<file path="config.mk">
export PLATFORM = sky130hd
export DESIGN_NAME = sram_boundary_scan_tap
export DESIGN_NICKNAME = d
export VERILOG_FILES = /design/src/include/tap_pkg.sv /design/src/verilog/pin_sync.sv /design/src/verilog/sram_boundary_scan_tap.sv
export SDC_FILE = /design/constraint.sdc
export NUM_CORES = 1
export LEC_CHECK = 0
export ABC_AREA = 1
export BUFFER_PORTS_ARGS = -buffer_cell sky130_fd_sc_hd__buf_4
export CELL_PAD_IN_SITES_DETAIL_PLACEMENT = 1
export CELL_PAD_IN_SITES_GLOBAL_PLACEMENT = 1
export CORE_MARGIN = 3
export CORE_UTILIZATION = 47
export DETAILED_ROUTE_END_ITERATION = 8
export PLACE_DENSITY = 0.91
export SYNTH_ARGS = -nofsm -noshare
export SYNTH_HDL_FRONTEND = slang
export SYNTH_SLANG_ARGS = --single-unit
</file>
<file path="constraint.sdc">
create_clock -name i_clk -period 2.45 [get_ports i_clk]
set_input_delay 0.245 -clock i_clk [delete_from_list [all_inputs] [get_ports i_clk]]
set_output_delay 0.245 -clock i_clk [all_outputs]
set_load 0.01 [all_outputs]
</file>
<file path="src/include/tap_pkg.sv">
// Package for the boundary-scan test port: TAP states, instruction codes, widths.
// Assumes a single system clock that oversamples the scan clock pin.
package tap_pkg;

    localparam int IR_W = 3;
    localparam int ID_W = 32;
    localparam int BSR_W_DEF = 16;
    localparam int SYNC_STAGES = 3;
    localparam int RESET_TMS_EDGES = 5;

    localparam logic [IR_W-1:0] INS_EXTEST = 3'h0;
    localparam logic [IR_W-1:0] INS_IDCODE = 3'h1;
    localparam logic [IR_W-1:0] INS_SAMPLEZ = 3'h2;
    localparam logic [IR_W-1:0] INS_RFU3 = 3'h3;
    localparam logic [IR_W-1:0] INS_PRELOAD = 3'h4;
    localparam logic [IR_W-1:0] INS_RFU6 = 3'h6;
    localparam logic [IR_W-1:0] INS_BYPASS = 3'h7;
    localparam logic [IR_W-1:0] IR_RESET = INS_IDCODE;
    localparam logic [1:0] IR_CAPTURE = 2'h1;

    localparam int ID_PRESENCE_BIT = 0;
    localparam int ID_MFR_LSB = 1;
    localparam int ID_MFR_W = 11;
    localparam logic ID_PRESENCE = 1'b1;

    typedef enum logic [15:0] {
        ST_RESET = 16'h0001,
        ST_IDLE = 16'h0002,
        ST_SEL_DR = 16'h0004,
        ST_CAP_DR = 16'h0008,
        ST_SHIFT_DR = 16'h0010,
        ST_EXIT1_DR = 16'h0020,
        ST_PAUSE_DR = 16'h0040,
        ST_EXIT2_DR = 16'h0080,
        ST_UPD_DR = 16'h0100,
        ST_SEL_IR = 16'h0200,
        ST_CAP_IR = 16'h0400,
        ST_SHIFT_IR = 16'h0800,
        ST_EXIT1_IR = 16'h1000,
        ST_PAUSE_IR = 16'h2000,
        ST_EXIT2_IR = 16'h4000,
        ST_UPD_IR = 16'h8000
    } tap_state_t;

    typedef struct packed {
        logic tck;
        logic tms;
        logic tdi;
    } scan_pins_t;

endpackage

</file>
<file path="src/verilog/pin_sync.sv">
// Three-stage synchroniser for the scan pins, with agreement filter.
// Assumes pins are asynchronous to i_clk; output changes only when stages two and three agree.
module pin_sync
    import tap_pkg::*;
#(
    parameter int WIDTH = 3,
    parameter logic [WIDTH-1:0] INIT = '1
) (
    // Clock and reset
    input wire logic i_clk,
    input wire logic i_rst,
    // Raw and filtered levels
    input wire logic [WIDTH-1:0] i_async,
    output logic [WIDTH-1:0] o_level
);
    logic [WIDTH-1:0] s1;
    logic [WIDTH-1:0] s2;
    logic [WIDTH-1:0] s3;

    genvar g;
    generate
        for (g = 0; g < WIDTH; g++) begin : g_bit
            wire agree = (s2[g] == s3[g]);
            always_ff @(posedge i_clk) begin
                if (i_rst) begin
                    s1[g] <= INIT[g];
                    s2[g] <= INIT[g];
                    s3[g] <= INIT[g];
                    o_level[g] <= INIT[g];
                end else begin
                    s1[g] <= i_async[g];
                    s2[g] <= s1[g];
                    s3[g] <= s2[g];
                    if (agree) begin
                        o_level[g] <= s3[g];
                    end
                end
            end
        end
    endgenerate
endmodule

</file>
<file path="src/verilog/sram_boundary_scan_tap.sv">
// Boundary-scan test access port of a synchronous memory, run on the system clock.
// Assumes scan pins arrive asynchronously; pad levels come in on i_pins, drivers go out on o_pin_out.
module sram_boundary_scan_tap
    import tap_pkg::*;
#(
    parameter int BSR_W = BSR_W_DEF,
    parameter int PINS = 12,
    parameter logic [ID_MFR_W-1:0] MFR_CODE = 11'h0_2a5,  // Arbitrary value
    parameter logic [ID_W-ID_MFR_W-1-1:0] ID_UPPER = 20'h0_0000
) (
    // Clock and reset
    input wire logic i_clk,
    input wire logic i_rst,
    // Scan pins; a floating pin shows as one through its pull-up
    input wire logic i_tck,
    input wire logic i_tms,
    input wire logic i_tdi,
    output logic o_tdo,
    output logic o_tdo_oe,
    // Memory pad ring
    input wire logic [PINS-1:0] i_pins,
    output logic [PINS-1:0] o_pin_out,
    output logic o_extest,
    output logic o_outputs_off
);
    scan_pins_t raw;
    scan_pins_t pins;
    logic tck_q;
    tap_state_t state;
    tap_state_t next_state;
    logic [IR_W-1:0] ir_shift;
    logic [IR_W-1:0] ir;
    logic bypass;
    logic [ID_W-1:0] id_reg;
    logic [BSR_W-1:0] bsr;
    logic [BSR_W-1:0] bsr_upd;
    logic [2:0] tms_ones;

    assign raw = '{tck: i_tck, tms: i_tms, tdi: i_tdi};

    // Reset value of one matches the pull-ups, so an unused port sits in reset
    pin_sync #(
        .WIDTH(3),
        .INIT(3'h7)
    ) u_sync (
        .i_clk(i_clk),
        .i_rst(i_rst),
        .i_async(raw),
        .o_level(pins)
    );

    wire tck_rise = pins.tck & ~tck_q;
    wire tck_fall = ~pins.tck & tck_q;
    wire tms = pins.tms;
    wire tdi = pins.tdi;

    // unused codes 011, 110 and the private 101 fall to bypass
    wire sel_bsr = (ir == INS_EXTEST) || (ir == INS_SAMPLEZ) || (ir == INS_PRELOAD);
    wire sel_id = (ir == INS_IDCODE);
    wire sel_byp = ~sel_bsr & ~sel_id;
    wire in_shift_dr = (state == ST_SHIFT_DR);
    wire in_shift_ir = (state == ST_SHIFT_IR);
    wire [ID_W-1:0] id_rom = {ID_UPPER, MFR_CODE, ID_PRESENCE};
    wire [BSR_W-1:0] bsr_cap = {{(BSR_W-PINS){1'b1}}, i_pins};
    wire dr_out = sel_bsr ? bsr[0] : (sel_id ? id_reg[0] : bypass);
    wire serial_out = in_shift_ir ? ir_shift[0] : dr_out;

    always_comb begin
        case (state)
            ST_RESET: next_state = tms ? ST_RESET : ST_IDLE;
            ST_IDLE: next_state = tms ? ST_SEL_DR : ST_IDLE;
            ST_SEL_DR: next_state = tms ? ST_SEL_IR : ST_CAP_DR;
            ST_CAP_DR: next_state = tms ? ST_EXIT1_DR : ST_SHIFT_DR;
            ST_SHIFT_DR: next_state = tms ? ST_EXIT1_DR : ST_SHIFT_DR;
            ST_EXIT1_DR: next_state = tms ? ST_UPD_DR : ST_PAUSE_DR;
            ST_PAUSE_DR: next_state = tms ? ST_EXIT2_DR : ST_PAUSE_DR;
            ST_EXIT2_DR: next_state = tms ? ST_UPD_DR : ST_SHIFT_DR;
            ST_UPD_DR: next_state = tms ? ST_SEL_DR : ST_IDLE;
            ST_SEL_IR: next_state = tms ? ST_RESET : ST_CAP_IR;
            ST_CAP_IR: next_state = tms ? ST_EXIT1_IR : ST_SHIFT_IR;
            ST_SHIFT_IR: next_state = tms ? ST_EXIT1_IR : ST_SHIFT_IR;
            ST_EXIT1_IR: next_state = tms ? ST_UPD_IR : ST_PAUSE_IR;
            ST_PAUSE_IR: next_state = tms ? ST_EXIT2_IR : ST_PAUSE_IR;
            ST_EXIT2_IR: next_state = tms ? ST_UPD_IR : ST_SHIFT_IR;
            ST_UPD_IR: next_state = tms ? ST_SEL_DR : ST_IDLE;
            default: next_state = ST_RESET;
        endcase
    end

    // Controller advances on sampled rises only; no edges means the port stays put
    always_ff @(posedge i_clk) begin
        if (i_rst) begin
            tck_q <= 1'b1;
            state <= ST_RESET;
        end else begin
            tck_q <= pins.tck;
            if (tck_rise) begin
                state <= next_state;
            end
        end
    end

    // Counter of consecutive high mode-select rises; the fifth forces the instruction register to its reset code from any state
    always_ff @(posedge i_clk) begin
        if (i_rst) begin
            tms_ones <= 3'h0;
        end else if (tck_rise) begin
            tms_ones <= tms ? ((tms_ones == 3'(RESET_TMS_EDGES)) ? tms_ones : tms_ones + 3'h1) : 3'h0;
        end
    end
    // The state graph already reaches reset within five high edges; the counter is a backstop
    wire force_reset = tck_rise && tms && (tms_ones >= 3'(RESET_TMS_EDGES - 1));

    // Instruction register
    always_ff @(posedge i_clk) begin
        if (i_rst) begin
            ir_shift <= IR_RESET;
            ir <= IR_RESET;
        end else if (force_reset || (state == ST_RESET)) begin
            ir <= IR_RESET;
        end else if (tck_rise) begin
            case (state)
                ST_CAP_IR: ir_shift <= {ir_shift[IR_W-1:2], IR_CAPTURE};
                ST_SHIFT_IR: ir_shift <= {tdi, ir_shift[IR_W-1:1]};
                ST_UPD_IR: ir <= ir_shift;
                default: ir <= ir;
            endcase
        end
    end

    // Data registers
    always_ff @(posedge i_clk) begin
        if (i_rst) begin
            bypass <= 1'b0;
            id_reg <= '0;
            bsr <= '1;
        end else if (tck_rise) begin
            if (state == ST_CAP_DR) begin
                bypass <= 1'b0;
                if (sel_id) begin
                    id_reg <= id_rom;
                end
                if (sel_bsr) begin
                    bsr <= bsr_cap;
                end
            end else if (in_shift_dr) begin
                if (sel_byp) begin
                    bypass <= tdi;
                end
                if (sel_id) begin
                    id_reg <= {tdi, id_reg[ID_W-1:1]};
                end
                if (sel_bsr) begin
                    bsr <= {tdi, bsr[BSR_W-1:1]};
                end
            end
        end
    end

    // Update latch drives the pads under extest; taken on the falling edge of the data update state
    always_ff @(posedge i_clk) begin
        if (i_rst) begin
            bsr_upd <= '0;
        end else if (tck_fall && sel_bsr && (state == ST_UPD_DR)) begin
            bsr_upd <= bsr;
        end
    end

    // Serial output launched on the falling edge, enabled only in shift states
    always_ff @(posedge i_clk) begin
        if (i_rst) begin
            o_tdo <= 1'b0;
            o_tdo_oe <= 1'b0;
        end else if (tck_fall) begin
            o_tdo <= serial_out;
            o_tdo_oe <= in_shift_dr | in_shift_ir;
        end
    end

    // Memory output control follows the active instruction
    always_ff @(posedge i_clk) begin
        if (i_rst) begin
            o_extest <= 1'b0;
            o_outputs_off <= 1'b0;
            o_pin_out <= '0;
        end else begin
            o_extest <= (ir == INS_EXTEST);
            o_outputs_off <= (ir == INS_SAMPLEZ);
            o_pin_out <= bsr_upd[PINS-1:0];
        end
    end
endmodule
</file>
Yosys cells after proc, flatten, opt, wreduce, memory -nomap -nowiden

Index checks and enable logic that the tools add are counted.

Bits of input ports: 17
Output and inout port bits: 16
Register bits: 115

Reduce and logical (&&, ||, !) cells: 22
$add $sub $neg: 1
Multiplexer cells: 30
Bitwise logic cells: 10
$lt $le $gt $ge: 1
Equality and inequality tests: 28

Operators by type and width:

| kind                 | number |
|---|---|
| $pmux 16 s12         | 1 |
| $mux 32              | 4 |
| $mux 16              | 6 |
| $mux 9               | 2 |
| $eq 16x1->1 const B  | 1 |
| $eq 16x10->1 const B | 1 |
| $eq 16x11->1 const B | 1 |
| $eq 16x12->1 const B | 1 |
| $eq 16x13->1 const B | 1 |
| $eq 16x14->1 const B | 1 |
| $eq 16x15->1 const B | 1 |
| $eq 16x16->1 const B | 1 |
| $eq 16x2->1 const B  | 1 |
| $eq 16x3->1 const B  | 1 |
| $eq 16x4->1 const B  | 1 |
| $eq 16x5->1 const B  | 1 |
| $eq 16x6->1 const B  | 1 |
| $eq 16x7->1 const B  | 1 |
| $eq 16x8->1 const B  | 1 |
| $eq 16x9->1 const B  | 1 |
| $mux 15              | 1 |
| $mux 13              | 1 |
| $reduce_and 4->1     | 3 |
| $mux 11              | 1 |
| 25 further kinds     | 57 |

Longest topological paths before layout

Word-level depth: 8
Gate-level depth with buffers: 11

Hierarchy

A second synthesis with hierarchy kept.

Cells, all modules: 704
Area total of the unflattened synthesis: 5038.6 um2

Modules (own cells, without submodules):

| module                 | cells each | times used | area an instance (um2) |
|---|---|---|---|
| sram_boundary_scan_tap | 658        | 1          | 4640.7 |
| pin_sync               | 46         | 1          | 397.9 |

Least setup slack after synthesis

No wires, ideal clock.

Kind: reg-to-reg
From: register state[14]
To: register bsr[11]
Path slack: 0.887 ns
Data required time: 2.316 ns
Arrival: 1.430 ns
Clock period less this slack: 1.563 ns
Stages on the path, launching flop included: 12
Path buffers: 1
Cells stage by stage: dfxtp_1 -> nor2_2 -> nand2_2 -> nor2_8 -> nand3_2 -> nand2_4 -> nand2_4 -> nor2_8 -> inv_4 -> buf_6 -> nand2_1 -> nand3_1

Longest elaborated chain between the ends: 3
Elaborated cells between the ends (all ways): 7

RTL lines:

| element                                                          | RTL line                                                    | text |
|---|---|---|
| start: declaration                                               | sram_boundary_scan_tap.sv:29                                | `tap_state_t state;` |
| start signal: assignment                                         | sram_boundary_scan_tap.sv:98                                | `state <= next_state;` |
| $eq 16x4->1 / $eq 16x5->1 (equally long branches)                | sram_boundary_scan_tap.sv:138, sram_boundary_scan_tap.sv:61 |  |
| $ne 2x2->1 (no line) / $reduce_bool 2->1 (equally long branches) | n/a                                                         |  |
| $reduce_and 4->1 (no line)                                       | n/a                                                         |  |
| end signal: assignment                                           | sram_boundary_scan_tap.sv:144                               | `bsr <= bsr_cap;` |
| end signal: assignment                                           | sram_boundary_scan_tap.sv:154                               | `bsr <= {tdi, bsr[BSR_W-1:1]};` |
| end: declaration                                                 | sram_boundary_scan_tap.sv:35                                | `logic [BSR_W-1:0] bsr;` |

Parallel ways exist; a longest one is shown, timed or not.
A chain may end at the register's enable or synchronous reset.

Final worst setup path

From: register state[4]
To: register bsr[1]

The elaborated chain is that of the path after synthesis.

==> run summary <==
After synthesis the netlist holds a flip-flop and latch count of 115. Counting flops with a built-in enable in the synthesized netlist gives 0. The H-tree was split into 4 levels. The tools report the netlist area before placement as 4920 um2.

The peak fanout along the critical path was 24; the total grt overflow was 0. TritonCTS built the clock tree. Based on the critical path, the design can be clocked at up to 0.422 GHz. The CTS clock-pin slew for the worst setup and hold paths was 0.06 ns. The category of the most critical setup path was reg -> reg. The die outline area came out at 11700 um2. The run gives 5543 as the number of global-route vias before repair. The die is 108 um wide. IR analysis of the VDD net gives a maximum drop of 0.000650 V. After technology mapping, the gate count stands at 689. The layout overhead on the synthesized area is 19.9%. The core region is 9950 um2. In this run the tool buffered the top-level ports with 32 buffer cells.

Synthesis instantiated 34 different standard cells from the library. The average cell area after synthesis works out to 7.14 um2. The first global-routing pass estimated 30.5 mm of wire.

Clock tree synthesis inserted a total of 17 buffers. Ranked by instance count, the synthesized netlist is headed by 151 x sky130_fd_sc_hd__nand2_1, 115 x sky130_fd_sc_hd__dfxtp_1, 112 x sky130_fd_sc_hd__nor2_1, 87 x sky130_fd_sc_hd__inv_1, 41 x sky130_fd_sc_hd__o21ai_0. The final critical-path required period works out to 2.37 ns.

The signal on the critical path passes through nor2_1 > nand2_1 > inv_1 > nand3_2 > inv_2 > buf_4 > nand2_1 > o21ai_0 > nand2_1 > nand3_1. The logs give 33 for the number of top-level pins and 65 for the largest net degree at the start of global routing. After synthesis, the largest area contributor takes up 46.8% of total cell area. The top cell family by delay on the critical path is simple AND/OR/NAND/NOR gates.

The number of slew-limit violations in the final report was 0. The number of DRC violations after detailed routing is 0. The latest clock arrival within the worst-skew pair came out at 0.54 ns. The number of antenna cells inserted is 0. Measured against its own limit, the worst slew margin works out to 58.1%. Across the run, the number of max-cap violations was 0.

The startpoint of the worst hold path is i_pins[6]. Clock tree synthesis selected as its root buffer the cell sky130_fd_sc_hd__clkbuf_8. The critical path launch point type was a flip-flop. In the synthesized netlist the dominant register cell turns out to be sky130_fd_sc_hd__dfxtp_1. In the final design database the tool counted 741 nets.

The worst setup path is captured at a flip-flop. In this run the worst setup path begins at state[4]$_SDFFE_PP0P_. The number of buffers and inverters on the critical path is 3. The count of endpoints failing setup in the final report is 0, and the maximum clock insertion buffer count is 2. In this run the power density over the cells is 793 nW/um2.

The estimated wirelength of the detail-placed design is 8.51 mm, and the transition at the pin with the smallest max-transition slack is 0.625 ns. The placer's final routability congestion estimate is 0.888. With fillers left out, the area of the finished cells amounts to 5900 um2. Final period utilization: 96.6%. When the netlist entered floorplanning its net count stood at 708.

The clock arrives with 0.00929 ns of skew. The number of antenna violations at the first check in global routing came out at 0. In the final routed layout, each cell accounts on average for 22.3 um. Library cell appearing most often on the critical path: sky130_fd_sc_hd__nand2_1. The wire length reported by the detailed router came out at 19.4 mm. The most common cell in the synthesized netlist is sky130_fd_sc_hd__nand2_1. For the post-cts resize count, the log shows 0.

The iteration-0 DRC count of the detailed router is 418, and the final-layout setup total negative slack is 0 ns. The register with the most flip-flops in the layout has 32 of them. Setup repair after global routing left no endpoint under its margin. The total leakage power was 2.84 nW. In this run the worst hold path is classified as in -> reg.

In this design, the stage delay of the slowest critical-path cell is 0.37 ns. Of all flip-flops after synthesis, the portion carrying an async set or reset was 0%. The slowest stage of the critical path belongs to the cell sky130_fd_sc_hd__dfxtp_1. Sequential cells were found to cover 46.8% of the synthesized design area.

The final hold violation count came out at 0. The vias per cell is 5.92. The share of cells above drive strength 1 works out to 13.9%.

The tools report the global-route total usage across every layer as 34.8%. By area the synthesized netlist is led by sky130_fd_sc_hd__dfxtp_1 47%, sky130_fd_sc_hd__nand2_1 12%, sky130_fd_sc_hd__nor2_1 8.5%. Summing all placed instances gives a cell area of 5230 um2.

For the total of warnings raised by yosys, the log shows 0. In this run the core area contains 36 standard-cell rows. The flow ran to the end, and the final reports show no timing, DRC or antenna violations. In this run the vertical extent of the chip is 108 um.

Most area-hungry cell type in the Yosys netlist: sky130_fd_sc_hd__dfxtp_1. Data arrives at the worst endpoint at 2.85 ns. For the worst setup path, the data required time is 2.93 ns. The effective utilization at floorplan came out at 49.4%. The first detailed-routing pass ran for 5 iterations.

For this block, the via count after detailed routing is 5142. In this run the critical register-to-register path is launched from state[4]$_SDFFE_PP0P_. Counting every sink on the clock net gives 115. The run gives 0 as the number of nets still failing antenna checks after routing. The run gives 4.67 mW as the post-layout total power.
## per-stage QoR
| step | utilization [%] | cells | setup slack (ns) | hold WS, ns |
|---|---|---|---|---|
| 5_1_grt | 59.2 | 868 | 0.0525 | 0.0845 |
| 6_report | 59.2 | 868 | 0.0822 | 0.0805 |
| 2_1_floorplan | - | 689 | 0.887 | 0.349 |
| 3_5_place_dp | 52.6 | 833 | 0.480 | 0.401 |
| 4_1_cts | 59.2 | 868 | 0.162 | 0.0607 |
| 3_3_place_gp | 52.6 | 833 | 0.658 | 0.390 |
## final cells by class
class | instances | area [um2]
fill | 1230 | 4060
clock inverter | 12 | 179
multi-input combinational | 453 | 2090
tap | 133 | 166
inverter | 90 | 340
clock buffer | 20 | 455
timing repair buffer | 45 | 358
sequential | 115 | 2300
## power by group
part	total, mW	switching, mW	internal, mW
registers	1.88	0.00419	1.88
logic	0.0738	0.0453	0.0285
clock network	2.72	0.985	1.74
total	4.67	1.03	3.64
## per-layer routing
layer / track usage, % / wire length [um] / vias up
li1: - / - / 2215
met1: 36.5 / 7000 / 2503
met2: 60.7 / 9720 / 308
met3: 9.85 / 1310 / 116
met4: 22.9 / 1330 / 0
met5: 0 / 0 / -
## final timing paths
kind / depth (start not counted) / slack, ns / end
worst min register to register: 1 / 0.43 / u_sync.s2[0]$_SDFF_PP1_
worst min-delay path: 5 / 0.08 / bsr[6]$_SDFFE_PP1P_
worst max-delay path: 10 / 0.08 / bsr[1]$_SDFFE_PP1P_
worst max register to register: 10 / 0.08 / bsr[1]$_SDFFE_PP1P_
## repair_timing
| item | CTS | global route |
|---|---|---|
| buffers inserted | 0 | 0 |
| hold buffers | 3 | 0 |
| hold endpoints to repair | 3 | 0 |
## layout by cell type (no fill, tap or decap), types with 9 or more instances in the layout
cell,instances
sky130_fd_sc_hd__o21ai_0,41
sky130_fd_sc_hd__nor3_1,13
sky130_fd_sc_hd__nand3_1,31
sky130_fd_sc_hd__clkbuf_16,16
sky130_fd_sc_hd__nand2_1,151
sky130_fd_sc_hd__nor2_1,112
sky130_fd_sc_hd__or2_2,9
sky130_fd_sc_hd__inv_1,87
sky130_fd_sc_hd__dfxtp_1,115
sky130_fd_sc_hd__buf_4,41
sky130_fd_sc_hd__a21oi_1,37
sky130_fd_sc_hd__o21ai_1,27
## worst reg2reg max path, cell delays in order (launching register included)
cell and delay [ns]:
sky130_fd_sc_hd__dfxtp_1 0.37, sky130_fd_sc_hd__nor2_1 0.24, sky130_fd_sc_hd__nand2_1 0.18, sky130_fd_sc_hd__inv_1 0.22
sky130_fd_sc_hd__nand3_2 0.16, sky130_fd_sc_hd__inv_2 0.34, sky130_fd_sc_hd__buf_4 0.27, sky130_fd_sc_hd__nand2_1 0.11
sky130_fd_sc_hd__o21ai_0 0.19, sky130_fd_sc_hd__nand2_1 0.13, sky130_fd_sc_hd__nand3_1 0.10
## kinds of logic after synthesis
group	after synthesis	synth area share, %
AOI/OAI and AO/OA	114	12.1
adders and majority gates	2	0.509
buffers and inverters	121	10.6
DFF	115	46.8
and+or+nand+nor	337	30.0
Note: power is estimated with default switching activity, not from simulation.
